[src/spiq_params.svh]
// Register indices, field positions, reset values and timing counts of the serial port block
`ifndef SPIQ_PARAMS_SVH
`define SPIQ_PARAMS_SVH

// Register indices; byte address is four times the index
`define SPIQ_IDX_STATUS   14'h00FE
`define SPIQ_IDX_DATA     14'h00FF
`define SPIQ_IDX_TX_BASE  14'h2057
`define SPIQ_IDX_RX_BASE  14'h2058
`define SPIQ_IDX_CNT_LO   14'h2059
`define SPIQ_IDX_CNT_HI   14'h205A
`define SPIQ_IDX_MCLK_SEL 14'h205B
`define SPIQ_IDX_PAD_FAST 14'h205F
`define SPIQ_IDX_CTRL     14'h2060
`define SPIQ_IDX_IRQ_STAT 14'h2061
`define SPIQ_IDX_IRQ_EN   14'h2062
`define SPIQ_IDX_IRQ_CLR  14'h2063

// Status register fields
`define SPIQ_ST_TX_EMPTY  0
`define SPIQ_ST_OVF       1
`define SPIQ_ST_RX_FULL   2

// Control register fields
`define SPIQ_CT_ENABLE    0
`define SPIQ_CT_MASTER    1
`define SPIQ_CT_GO        2

// Interrupt status, enable and clear fields
`define SPIQ_IRQ_TX_EMPTY 0
`define SPIQ_IRQ_RX_FULL  1
`define SPIQ_IRQ_FAST     2
`define SPIQ_IRQ_W        3

// Reset values
`define SPIQ_STATUS_RST   8'h01
`define SPIQ_REG_RST      8'h00

// Timing: master serial clock half period
`define SPIQ_CLK_NS       50
`define SPIQ_HALF_NS      500
`define SPIQ_HALF_CYC     ((`SPIQ_HALF_NS + `SPIQ_CLK_NS - 1) / `SPIQ_CLK_NS)

`endif

[src/spiq_pkg.sv]
// Types shared by the serial port register block
package spiq_pkg;

	// High-speed buffer mover states
	typedef enum logic [1:0] {
		FAST_IDLE,
		FAST_FETCH,
		FAST_SHIFT,
		FAST_STORE
	} spiq_fast_e;

	// Whole state of the register block
	typedef struct packed {
		logic             enable;
		logic             master;
		logic             go;
		logic             rx_full;
		logic             ovf;
		logic             tx_empty;
		logic             status_seen;
		logic [7:0]       rx_buf;
		logic [7:0]       tx_buf;
		logic [7:0]       tx_base;
		logic [7:0]       rx_base;
		logic [7:0]       cnt_lo;
		logic [2:0]       cnt_hi;
		logic             mclk_sel;
		logic [5:0]       pad_fast;
		logic [2:0]       irq_st;
		logic [2:0]       irq_en;
		logic [7:0]       prdata;
		logic             perr;
		logic [7:0]       sh;
		logic [7:0]       rx_sh;
		logic             loaded;
		logic [3:0]       bitn;
		logic [7:0]       div;
		logic             sclk;
		logic             pad_prev;
		logic [10:0]      idx;
		spiq_fast_e       fst;
		logic             mem_req;
		logic             mem_we;
		logic [11:0]      mem_addr;
		logic [7:0]       mem_wdata;
	} spiq_state_s;

	// Synchroniser state
	typedef struct packed {
		logic [2:0] meta;
		logic [2:0] sync;
	} spiq_sync_s;

endpackage

[src/spiq_sync.sv]
// Two-stage synchroniser for the serial pins
`timescale 1ns/1ps

module spiq_sync (
	// Clock and reset
	input  wire logic       i_clk,
	input  wire logic       i_reset,
	// Pins from outside the clock domain
	input  wire logic [2:0] i_async,
	// Synchronised copies
	output logic      [2:0] o_sync
);

	spiq_pkg::spiq_sync_s st_ff;   // Both stages
	spiq_pkg::spiq_sync_s nxt_st;  // Next value

	// First stage feeds only the second stage
	always_comb begin
		nxt_st      = st_ff;
		nxt_st.meta = i_async;
		nxt_st.sync = st_ff.meta;
	end

	// Stages register on every rising edge
	always_ff @(posedge i_clk or posedge i_reset) begin
		if (i_reset) begin
			st_ff <= '0;
		end else begin
			st_ff <= nxt_st;
		end
	end

	assign o_sync = st_ff.sync;

endmodule

[src/spiq_regs.sv]
// Serial port status, data and high-speed buffer registers with APB access
`timescale 1ns/1ps
`include "spiq_params.svh"
// Operation
// - Receive-full set on data, write 0 clears
// - Normal mode overflow is flag only
// - Fast mode ends at count, sets full
// - Transmit-empty resets high, data write into the busy buffer clears
// - Idle first byte to shifter, second buffered
// - Data read gives receive buffer, write loads
// - Unread buffer: overflow set, new byte dropped
// - Data writes ignored while module disabled
// - Status read then data read clears full
// - Master mode data write starts transfer
// - Fast transmit address is base times eight
// - Fast receive address is base times eight
// - Fast count is three high, eight low
// - Receive clock select: internal or pad
// - Six pad bits select fast pad mode
// - Fast start bit clears when finished

module spiq_regs #(
	parameter int HALF_CYC = `SPIQ_HALF_CYC  // Master clock half period in cycles
) (
	// Clock and reset
	input  wire logic        i_clk,
	input  wire logic        i_reset,
	// APB slave
	input  wire logic        i_psel,
	input  wire logic        i_penable,
	input  wire logic        i_pwrite,
	input  wire logic [15:0] i_paddr,
	input  wire logic [31:0] i_pwdata,
	output logic      [31:0] o_prdata,
	output logic             o_pready,
	output logic             o_pslverr,
	// Interrupt
	output logic             o_irq,
	// Serial pins
	input  wire logic        i_sclk,
	input  wire logic        i_sdi,
	input  wire logic        i_cs_n,
	output logic             o_sclk,
	output logic             o_sclk_oe,
	output logic             o_sdo,
	output logic             o_sdo_oe,
	// Pad speed selects
	output logic      [5:0]  o_pad_fast,
	// Buffer memory port
	output logic             o_mem_req,
	output logic             o_mem_we,
	output logic      [11:0] o_mem_addr,
	output logic      [7:0]  o_mem_wdata,
	input  wire logic [7:0]  i_mem_rdata,
	input  wire logic        i_mem_ack
);

	spiq_pkg::spiq_state_s st_ff;   // Registered state
	spiq_pkg::spiq_state_s nxt_st;  // Next state

	logic [2:0]  pins_s;       // Synchronised cs_n, sdi, sclk
	logic        s_sclk;       // Pad clock after sync
	logic        s_sdi;        // Serial data after sync
	logic        s_cs_n;       // Select after sync
	logic        setup;        // APB setup cycle
	logic        wr;           // Completed APB write
	logic        rd;           // Completed APB read
	logic [13:0] ridx;         // Register index
	logic [7:0]  wdat;         // Write data, low byte
	logic        sel_act;      // Slave selected
	logic        pad_rise;     // Pad clock rising
	logic        pad_fall;     // Pad clock falling
	logic        tick;         // Master half period elapsed
	logic        smp;          // Sample receive bit
	logic        shf;          // Shift transmit bit
	logic        done;         // Byte finished
	logic [7:0]  rx_val;       // Byte just received
	logic [7:0]  byte_in;      // Byte handed over when a byte is done
	logic [10:0] fast_cnt;     // Configured fast count
	logic [2:0]  ev;           // Interrupt events this cycle

	// Every pin from outside passes two flops
	spiq_sync u_sync (
		.i_clk   (i_clk),
		.i_reset (i_reset),
		.i_async ({i_cs_n, i_sdi, i_sclk}),
		.o_sync  (pins_s)
	);

	assign s_sclk = pins_s[0];
	assign s_sdi  = pins_s[1];
	assign s_cs_n = pins_s[2];

	// APB phase decode
	assign setup = i_psel & ~i_penable;
	assign wr    = i_psel & i_penable & i_pwrite & ~st_ff.perr;
	assign rd    = i_psel & i_penable & ~i_pwrite & ~st_ff.perr;
	assign ridx  = i_paddr[15:2];
	assign wdat  = i_pwdata[7:0];

	// Serial edge detection on the synchronised pad clock
	assign sel_act  = ~st_ff.master & ~s_cs_n;
	assign pad_rise = s_sclk & ~st_ff.pad_prev;
	assign pad_fall = ~s_sclk & st_ff.pad_prev;
	assign tick     = st_ff.master & st_ff.loaded & (st_ff.div == 8'(HALF_CYC - 1));

	// Sample edge source depends on role and clock select
	always_comb begin
		if (st_ff.master) begin
			smp = st_ff.loaded & (st_ff.mclk_sel ? (tick & ~st_ff.sclk) : pad_rise);
			shf = tick & st_ff.sclk;
		end else begin
			smp = pad_rise & sel_act;
			shf = pad_fall & sel_act;
		end
	end

	// Master ends a byte on its eighth falling edge, so the last pulse keeps full length
	assign done     = st_ff.master ? (shf & (st_ff.bitn == 4'h8)) : (smp & (st_ff.bitn == 4'h7));
	assign rx_val   = {st_ff.rx_sh[6:0], s_sdi};
	// Master already holds all eight samples; slave completes on its last sample
	assign byte_in  = st_ff.master ? st_ff.rx_sh : rx_val;
	assign fast_cnt = {st_ff.cnt_hi, st_ff.cnt_lo};

	// Next state: bus first, then hardware, so hardware sets win
	always_comb begin
		nxt_st          = st_ff;
		ev              = '0;
		nxt_st.pad_prev = s_sclk;

		// Setup cycle: latch read data and decode error
		if (setup) begin
			nxt_st.perr   = 1'b0;
			nxt_st.prdata = '0;
			unique case (ridx)
				`SPIQ_IDX_STATUS:   nxt_st.prdata = {5'h00, st_ff.rx_full, st_ff.ovf,
					st_ff.tx_empty};
				`SPIQ_IDX_DATA:     nxt_st.prdata = st_ff.rx_buf;
				`SPIQ_IDX_TX_BASE:  nxt_st.prdata = st_ff.tx_base;
				`SPIQ_IDX_RX_BASE:  nxt_st.prdata = st_ff.rx_base;
				`SPIQ_IDX_CNT_LO:   nxt_st.prdata = st_ff.cnt_lo;
				`SPIQ_IDX_CNT_HI:   nxt_st.prdata = {5'h00, st_ff.cnt_hi};
				`SPIQ_IDX_MCLK_SEL: nxt_st.prdata = {7'h00, st_ff.mclk_sel};
				`SPIQ_IDX_PAD_FAST: nxt_st.prdata = {2'h0, st_ff.pad_fast};
				`SPIQ_IDX_CTRL:     nxt_st.prdata = {5'h00, st_ff.go, st_ff.master,
					st_ff.enable};
				`SPIQ_IDX_IRQ_STAT: nxt_st.prdata = {5'h00, st_ff.irq_st};
				`SPIQ_IDX_IRQ_EN:   nxt_st.prdata = {5'h00, st_ff.irq_en};
				`SPIQ_IDX_IRQ_CLR:  nxt_st.prdata = 8'h00;
				// Unmapped or misaligned address answers with an error
				default:            nxt_st.perr = 1'b1;
			endcase
			if (i_paddr[1:0] != 2'h0) begin
				nxt_st.perr = 1'b1;
			end
		end

		// Register writes
		if (wr) begin
			unique case (ridx)
				`SPIQ_IDX_STATUS: begin
					// Zero written clears; transmit-empty is hardware owned
					if (!wdat[`SPIQ_ST_RX_FULL]) begin
						nxt_st.rx_full = 1'b0;
					end
					if (!wdat[`SPIQ_ST_OVF]) begin
						nxt_st.ovf = 1'b0;
					end
				end
				`SPIQ_IDX_DATA: begin
					if (st_ff.enable && !st_ff.go) begin
						if (!st_ff.loaded) begin
							// Idle: straight into the shifter, starts a master transfer
							nxt_st.sh     = wdat;
							nxt_st.loaded = 1'b1;
							nxt_st.div    = '0;
							nxt_st.sclk   = 1'b0;
						end else begin
							// Busy: queue it, buffer now full
							nxt_st.tx_buf   = wdat;
							nxt_st.tx_empty = 1'b0;
						end
					end
				end
				`SPIQ_IDX_TX_BASE:  nxt_st.tx_base  = wdat;
				`SPIQ_IDX_RX_BASE:  nxt_st.rx_base  = wdat;
				`SPIQ_IDX_CNT_LO:   nxt_st.cnt_lo   = wdat;
				`SPIQ_IDX_CNT_HI:   nxt_st.cnt_hi   = wdat[2:0];
				`SPIQ_IDX_MCLK_SEL: nxt_st.mclk_sel = wdat[0];
				`SPIQ_IDX_PAD_FAST: nxt_st.pad_fast = wdat[5:0];
				`SPIQ_IDX_CTRL: begin
					nxt_st.enable = wdat[`SPIQ_CT_ENABLE];
					nxt_st.master = wdat[`SPIQ_CT_MASTER];
					// Start only from rest; a zero write cannot abort a run
					if (wdat[`SPIQ_CT_GO] && wdat[`SPIQ_CT_ENABLE] && !st_ff.go &&
						!st_ff.loaded) begin
						nxt_st.idx = '0;
						if (fast_cnt == 11'h000) begin
							nxt_st.rx_full = 1'b1;
							ev[`SPIQ_IRQ_RX_FULL] = 1'b1;
							ev[`SPIQ_IRQ_FAST]    = 1'b1;
						end else begin
							nxt_st.go       = 1'b1;
							nxt_st.fst      = spiq_pkg::FAST_FETCH;
							nxt_st.mem_req  = 1'b1;
							nxt_st.mem_we   = 1'b0;
							nxt_st.mem_addr = {1'b0, st_ff.tx_base, 3'h0};
						end
					end
				end
				`SPIQ_IDX_IRQ_EN:   nxt_st.irq_en = wdat[2:0];
				`SPIQ_IDX_IRQ_CLR:  nxt_st.irq_st = st_ff.irq_st & ~wdat[2:0];
				default: begin
					// Read-only status takes no write
				end
			endcase
		end

		// Register reads with side effects
		if (rd && ridx == `SPIQ_IDX_STATUS) begin
			nxt_st.status_seen = st_ff.rx_full;
		end
		if (rd && ridx == `SPIQ_IDX_DATA) begin
			// Only a status read that saw full arms this clear
			if (st_ff.status_seen) begin
				nxt_st.rx_full = 1'b0;
			end
			nxt_st.status_seen = 1'b0;
		end

		// Master clock divider runs only with a loaded shifter
		if (st_ff.master && st_ff.loaded) begin
			if (tick) begin
				nxt_st.div  = '0;
				nxt_st.sclk = ~st_ff.sclk;
			end else begin
				nxt_st.div = st_ff.div + 8'h01;
			end
		end

		// Slave deselect abandons a partial byte
		if (!st_ff.master && s_cs_n) begin
			nxt_st.bitn = '0;
		end

		// Shift out on the trailing edge
		if (shf) begin
			nxt_st.sh = {st_ff.sh[6:0], 1'b0};
		end

		// Sample in on the leading edge
		if (smp) begin
			nxt_st.rx_sh = rx_val;
			nxt_st.bitn  = st_ff.bitn + 4'h1;
		end

		// Byte complete
		if (done) begin
			nxt_st.bitn   = '0;
			nxt_st.loaded = 1'b0;
			nxt_st.sclk   = 1'b0;
			nxt_st.div    = '0;
			if (st_ff.go) begin
				// Fast mode: write the byte out; overflow never applies
				nxt_st.fst       = spiq_pkg::FAST_STORE;
				nxt_st.mem_req   = 1'b1;
				nxt_st.mem_we    = 1'b1;
				nxt_st.mem_addr  = {1'b0, st_ff.rx_base, 3'h0} + {1'b0, st_ff.idx};
				nxt_st.mem_wdata = byte_in;
			end else begin
				if (nxt_st.rx_full) begin
					// Old byte still unread: keep it, drop the new one
					nxt_st.ovf = 1'b1;
				end else begin
					nxt_st.rx_buf  = byte_in;
					nxt_st.rx_full = 1'b1;
					ev[`SPIQ_IRQ_RX_FULL] = 1'b1;
				end
				// Queued byte follows at once; a write in this same cycle counts too
				if (!nxt_st.tx_empty) begin
					nxt_st.sh       = nxt_st.tx_buf;
					nxt_st.loaded   = 1'b1;
					nxt_st.tx_empty = 1'b1;
					ev[`SPIQ_IRQ_TX_EMPTY] = 1'b1;
				end
			end
		end

		// Fast buffer mover
		unique case (st_ff.fst)
			spiq_pkg::FAST_IDLE: begin
				// Waiting for a start
			end
			spiq_pkg::FAST_FETCH: begin
				if (i_mem_ack) begin
					nxt_st.mem_req = 1'b0;
					nxt_st.sh      = i_mem_rdata;
					nxt_st.loaded  = 1'b1;
					nxt_st.div     = '0;
					nxt_st.sclk    = 1'b0;
					nxt_st.fst     = spiq_pkg::FAST_SHIFT;
				end
			end
			spiq_pkg::FAST_SHIFT: begin
				// Byte done handling moves on to the store
			end
			spiq_pkg::FAST_STORE: begin
				if (i_mem_ack) begin
					nxt_st.mem_req = 1'b0;
					nxt_st.mem_we  = 1'b0;
					nxt_st.idx     = st_ff.idx + 11'h001;
					if (st_ff.idx + 11'h001 == fast_cnt) begin
						nxt_st.go      = 1'b0;
						nxt_st.fst     = spiq_pkg::FAST_IDLE;
						nxt_st.rx_full = 1'b1;
						ev[`SPIQ_IRQ_RX_FULL] = 1'b1;
						ev[`SPIQ_IRQ_FAST]    = 1'b1;
					end else begin
						nxt_st.fst      = spiq_pkg::FAST_FETCH;
						nxt_st.mem_req  = 1'b1;
						nxt_st.mem_addr = {1'b0, st_ff.tx_base, 3'h0} +
							{1'b0, st_ff.idx + 11'h001};
					end
				end
			end
		endcase

		// Events set sticky bits after any clear, so a set wins
		nxt_st.irq_st = nxt_st.irq_st | ev;
	end

	// State register; reset takes constants only
	always_ff @(posedge i_clk or posedge i_reset) begin
		if (i_reset) begin
			st_ff          <= '0;
			st_ff.tx_empty <= 1'b1;
		end else begin
			st_ff <= nxt_st;
		end
	end

	// APB answers: data latched at setup, so no wait state is needed
	assign o_prdata  = {24'h000000, st_ff.prdata};
	assign o_pready  = 1'b1;
	assign o_pslverr = i_psel & i_penable & st_ff.perr;

	// Level interrupt from enabled sticky bits
	assign o_irq = |(st_ff.irq_st & st_ff.irq_en);

	// Serial pins
	assign o_sclk     = st_ff.sclk;
	assign o_sclk_oe  = st_ff.master & st_ff.enable;
	assign o_sdo      = st_ff.sh[7];
	assign o_sdo_oe   = st_ff.enable & (st_ff.master | sel_act);
	assign o_pad_fast = st_ff.pad_fast;

	// Buffer memory port
	assign o_mem_req   = st_ff.mem_req;
	assign o_mem_we    = st_ff.mem_we;
	assign o_mem_addr  = st_ff.mem_addr;
	assign o_mem_wdata = st_ff.mem_wdata;

endmodule

[config.mk]
export PLATFORM = sky130hd
export DESIGN_NAME = spiq_regs
export DESIGN_NICKNAME = d
export VERILOG_FILES = /design/src/spiq_pkg.sv /design/src/spiq_sync.sv /design/src/spiq_regs.sv
export VERILOG_INCLUDE_DIRS = /design/src /design/src/src
export SDC_FILE = /design/constraint.sdc
export NUM_CORES = 1
export LEC_CHECK = 0
export BUFFER_PORTS_ARGS = -buffer_cell sky130_fd_sc_hd__buf_2
export CAP_MARGIN = 20
export CORE_ASPECT_RATIO = 2
export CORE_MARGIN = 2
export CORE_UTILIZATION = 62
export CTS_CLUSTER_DIAMETER = 200
export DETAILED_ROUTE_END_ITERATION = 12
export PLACE_DENSITY = 0.86
export RECOVER_POWER = 100
export SYNTH_ARGS = -nofsm -noshare
export SYNTH_HDL_FRONTEND = slang
export SYNTH_HIERARCHICAL = 1
export SYNTH_SLANG_ARGS = --single-unit
export TNS_END_PERCENT = 1
[constraint.sdc]
create_clock -name i_clk -period 15 [get_ports i_clk]
set_clock_uncertainty 0.15 [all_clocks]
set_input_delay 3 -clock i_clk [delete_from_list [all_inputs] [get_ports i_clk]]
set_output_delay 3 -clock i_clk [all_outputs]
set_load 0.1 [all_outputs]
==> flow_summary.toml <==
[yosys]
ys_top_cells_by_area = "dfrtp_1 42%, mux2_2 7.6%, mux2i_1 5.7%, buf_4 5.6%, ha_1 3.1%"
synth_top_area_share_pct = 41.6
synthAdderAreaFrac_pct = 3.52
synth_mux_area_share_pct = 13.8
synth_seq_cells = 144
synth_compound_area_share_pct = 12.4
synth-async-reset-ratio_pct = 100
synthSimpleGateAreaFrac_pct = 15.9
synth_top_area_cell = "dfrtp_1"
synth_most_common_cell = "dfrtp_1"
ys.flop_type = "dfrtp_1"
synth_top_family_by_area = "simple AND/OR/NAND/NOR gates"
synth_edf_count = 0
synth_xor_area_share_pct = 4.19
syn-cell-area_um2 = 8590
yosys-top-cells-count = "143 x dfrtp_1, 70 x nor2_1, 68 x nand2_1, 64 x buf_4, 58 x mux2_2"
avgSynthCellArea_um2 = 10.2
yosys_warnings = 6
netlist_instances = 846
ys_types = 85
ys_seq_area_share_pct = 42.0

[floorplanning]
dieArea_um2 = 14900
die_w_um = 87.2
core_um2 = 13500
pin_count = 132
rows = 60
initial_core_util_pct = 63.6
dieHeight_um = 170

[finish]
final_cells = 1047
area_growth_pct = 6.33
antennaDiodeCount = 0
drive_above_1_share_pct = 15.1
final.fill_count = 1027
nets = 967

[routing]
wirelength_um = 23200
ant_nets = 0
num_vias = 6784
dr.pass1.iters = 8
drcViolationCount = 0
avgViaCountPerCell = 6.48
drtIter0Drc = 579
detail_route.wl_per_cell_um = 22.2

[cts]
clockBufferDepth = 2
clock_latency_ps = 430
cts.sinks = 144
numCtsBuffers = 17
clockRootBuffer = "clkbuf_16"
ctsHoldBuffers = 0
postCtsSetupBuffers = 0
ctsResizeCount = 0
cts_tree = "yes"
clkTransAtPathRegs_ps = 60
htreeDepth = 4

[status]
status = "finished, violations left"
violations = "capacitance limit, slew limit"

[timing]
setup_tns_ps = 0
finalSetupViolCount = 0
timing.final.crit_share_pct = 53.6
hold_viol = 0
slew_violations = 143
finalCriticalPeriod_ps = 8050
max-slew-margin-rel_pct = -77.0
worst_pin_slew_ps = 2640
rsz0062_at_grt = "no"
max_clock_freq_ghz = 0.124

[critical_path]
path_class = "input port to asynchronous set/reset pin"
required_ps = 14820
critPathCaptureType = "asynchronous set/reset pin"
cp_common_cell = "clkbuf_1"
r2r_slack_ps = 11110
arrival_ps = 7860
worstPathCellList = "clkbuf_1, clkinvlp_2, clkbuf_1, clkbuf_1"
worstReg2RegEnd = "o_mem_addr[3]"
r2r_start = "st_ff[24]"
slowest_stage = "clkbuf_1"
path_buf_inv = 4
r2r_cells = 8
cp_max_fo = 60
start_kind = "input port"
path_delay_family = "buffers and inverters"
slowest_delay_ps = 1960
crit_start = "i_reset"

[global_routing]
grt_pass1_wl_um = 36100
grt_max_degree = 80
track_usage_pct = 32.5
antenna_found_initial = 0
grt_pass1_vias = 6925
grt_overflow = 0

[power]
total_leakage_power_nw = 4.45
vdd_drop_max_uv = 99.5
p_per_area_nw_per_um2 = 132

[worst_hold_path]
whs_endpoint = "u_sync/o_sync[1]"
hold_class = "flop to flop"
holdPathStages = 0
hold_start = "u_sync/nxt_st[1]"

[place]
place.gp.congestion = 0.947
placedCellCount = 1013
port_buffers = 82
dp_hpwl_um = 16500

[run]
maxCapViolations = 3
[per-layer routing]
metal	wire [um]	track usage (%)	vias to the layer above
li1	-	-	3002
met1	7310	31.8	3273
met2	12400	57.0	356
met3	1390	6.84	153
met4	2070	25.4	0
met5	0	0	-
[flip-flops by register name, summed over array words and instances, names as in the netlist, 6 cells and up]
signal       flops
st_ff           82
fast_cnt        11
o_mem_addr      12
o_mem_wdata      8
rx_val           7
o_pad_fast       6
o_prdata         8
[worst max path at each step]
| stage | to | depth (start not counted) |
|---|---|---|
| 6_report | o_prdata[6] | 4 |
| 5_1_grt | o_prdata[3] | 4 |
| 3_5_place_dp | o_pslverr | 3 |
| 3_3_place_gp | o_pslverr | 3 |
| 4_1_cts | o_pslverr | 3 |
| 2_1_floorplan | o_pslverr | 1 |
[per-stage QoR]
stage / worst slack (ps) / hold slack, ps / power, mW / utilization [%] / cell area (um^2)
after CTS: 8150 / 199 / 1.22 / 68.7 / 9280
after global routing: 5850 / 222 / 1.25 / 67.6 / 9140
after global placement: 8160 / 183 / 0.768 / 64.2 / 8680
final: 6950 / 199 / 1.21 / 67.6 / 9140
after floorplan: 8080 / 181 / 0.724 / - / 8680
after detailed placement: 8150 / 186 / 0.778 / 64.2 / 8680
[kinds of logic after synthesis]
family / count (synthesis)
simple gates: 250
compound gates: 164
flops: 144
buf+inv: 115
mux: 110
xor+xnor: 38
fa+ha+maj: 23
other cells: 2
[layout by cell type, fill, tap and decap left out, types with 7 or more instances in the layout]
cell type / n
xnor2_1: 14
a21oi_1: 45
inv_1: 17
o21ai_0: 50
o22ai_1: 8
xor2_1: 22
nor2_1: 71
nand4_1: 7
a21o_1: 7
or3_1: 7
clkbuf_16: 17
nand3_1: 14
buf_2: 39
dfrtp_1: 143
and3_1: 9
mux2_2: 49
mux2i_1: 49
nor4_1: 7
a22o_1: 7
nand2_1: 69
nor3_1: 14
conb_1: 25
ha_1: 21
clkbuf_1: 48
mux2_1: 11
[layout make-up]
class	count	area, um^2	area share (%)
clock buffers	20	447	4.89
clock inverters	12	156	1.71
inverters	18	68.8	0.753
multi-input cells	610	4280	46.8
flip-flops and latches	144	3600	39.5
well taps	155	194	2.12
repair buffers	88	390	4.27
[power breakdown]
group / total (mW) / leakage [nW] / switching (mW) / internal, mW
sequential: 0.485 / 1.91 / 0.0490 / 0.436
combinational: 0.285 / 2.24 / 0.206 / 0.0791
clock: 0.440 / 0.295 / 0.173 / 0.267
total: 1.21 / 4.45 / 0.428 / 0.783
Power figures use the tool's default switching activity.
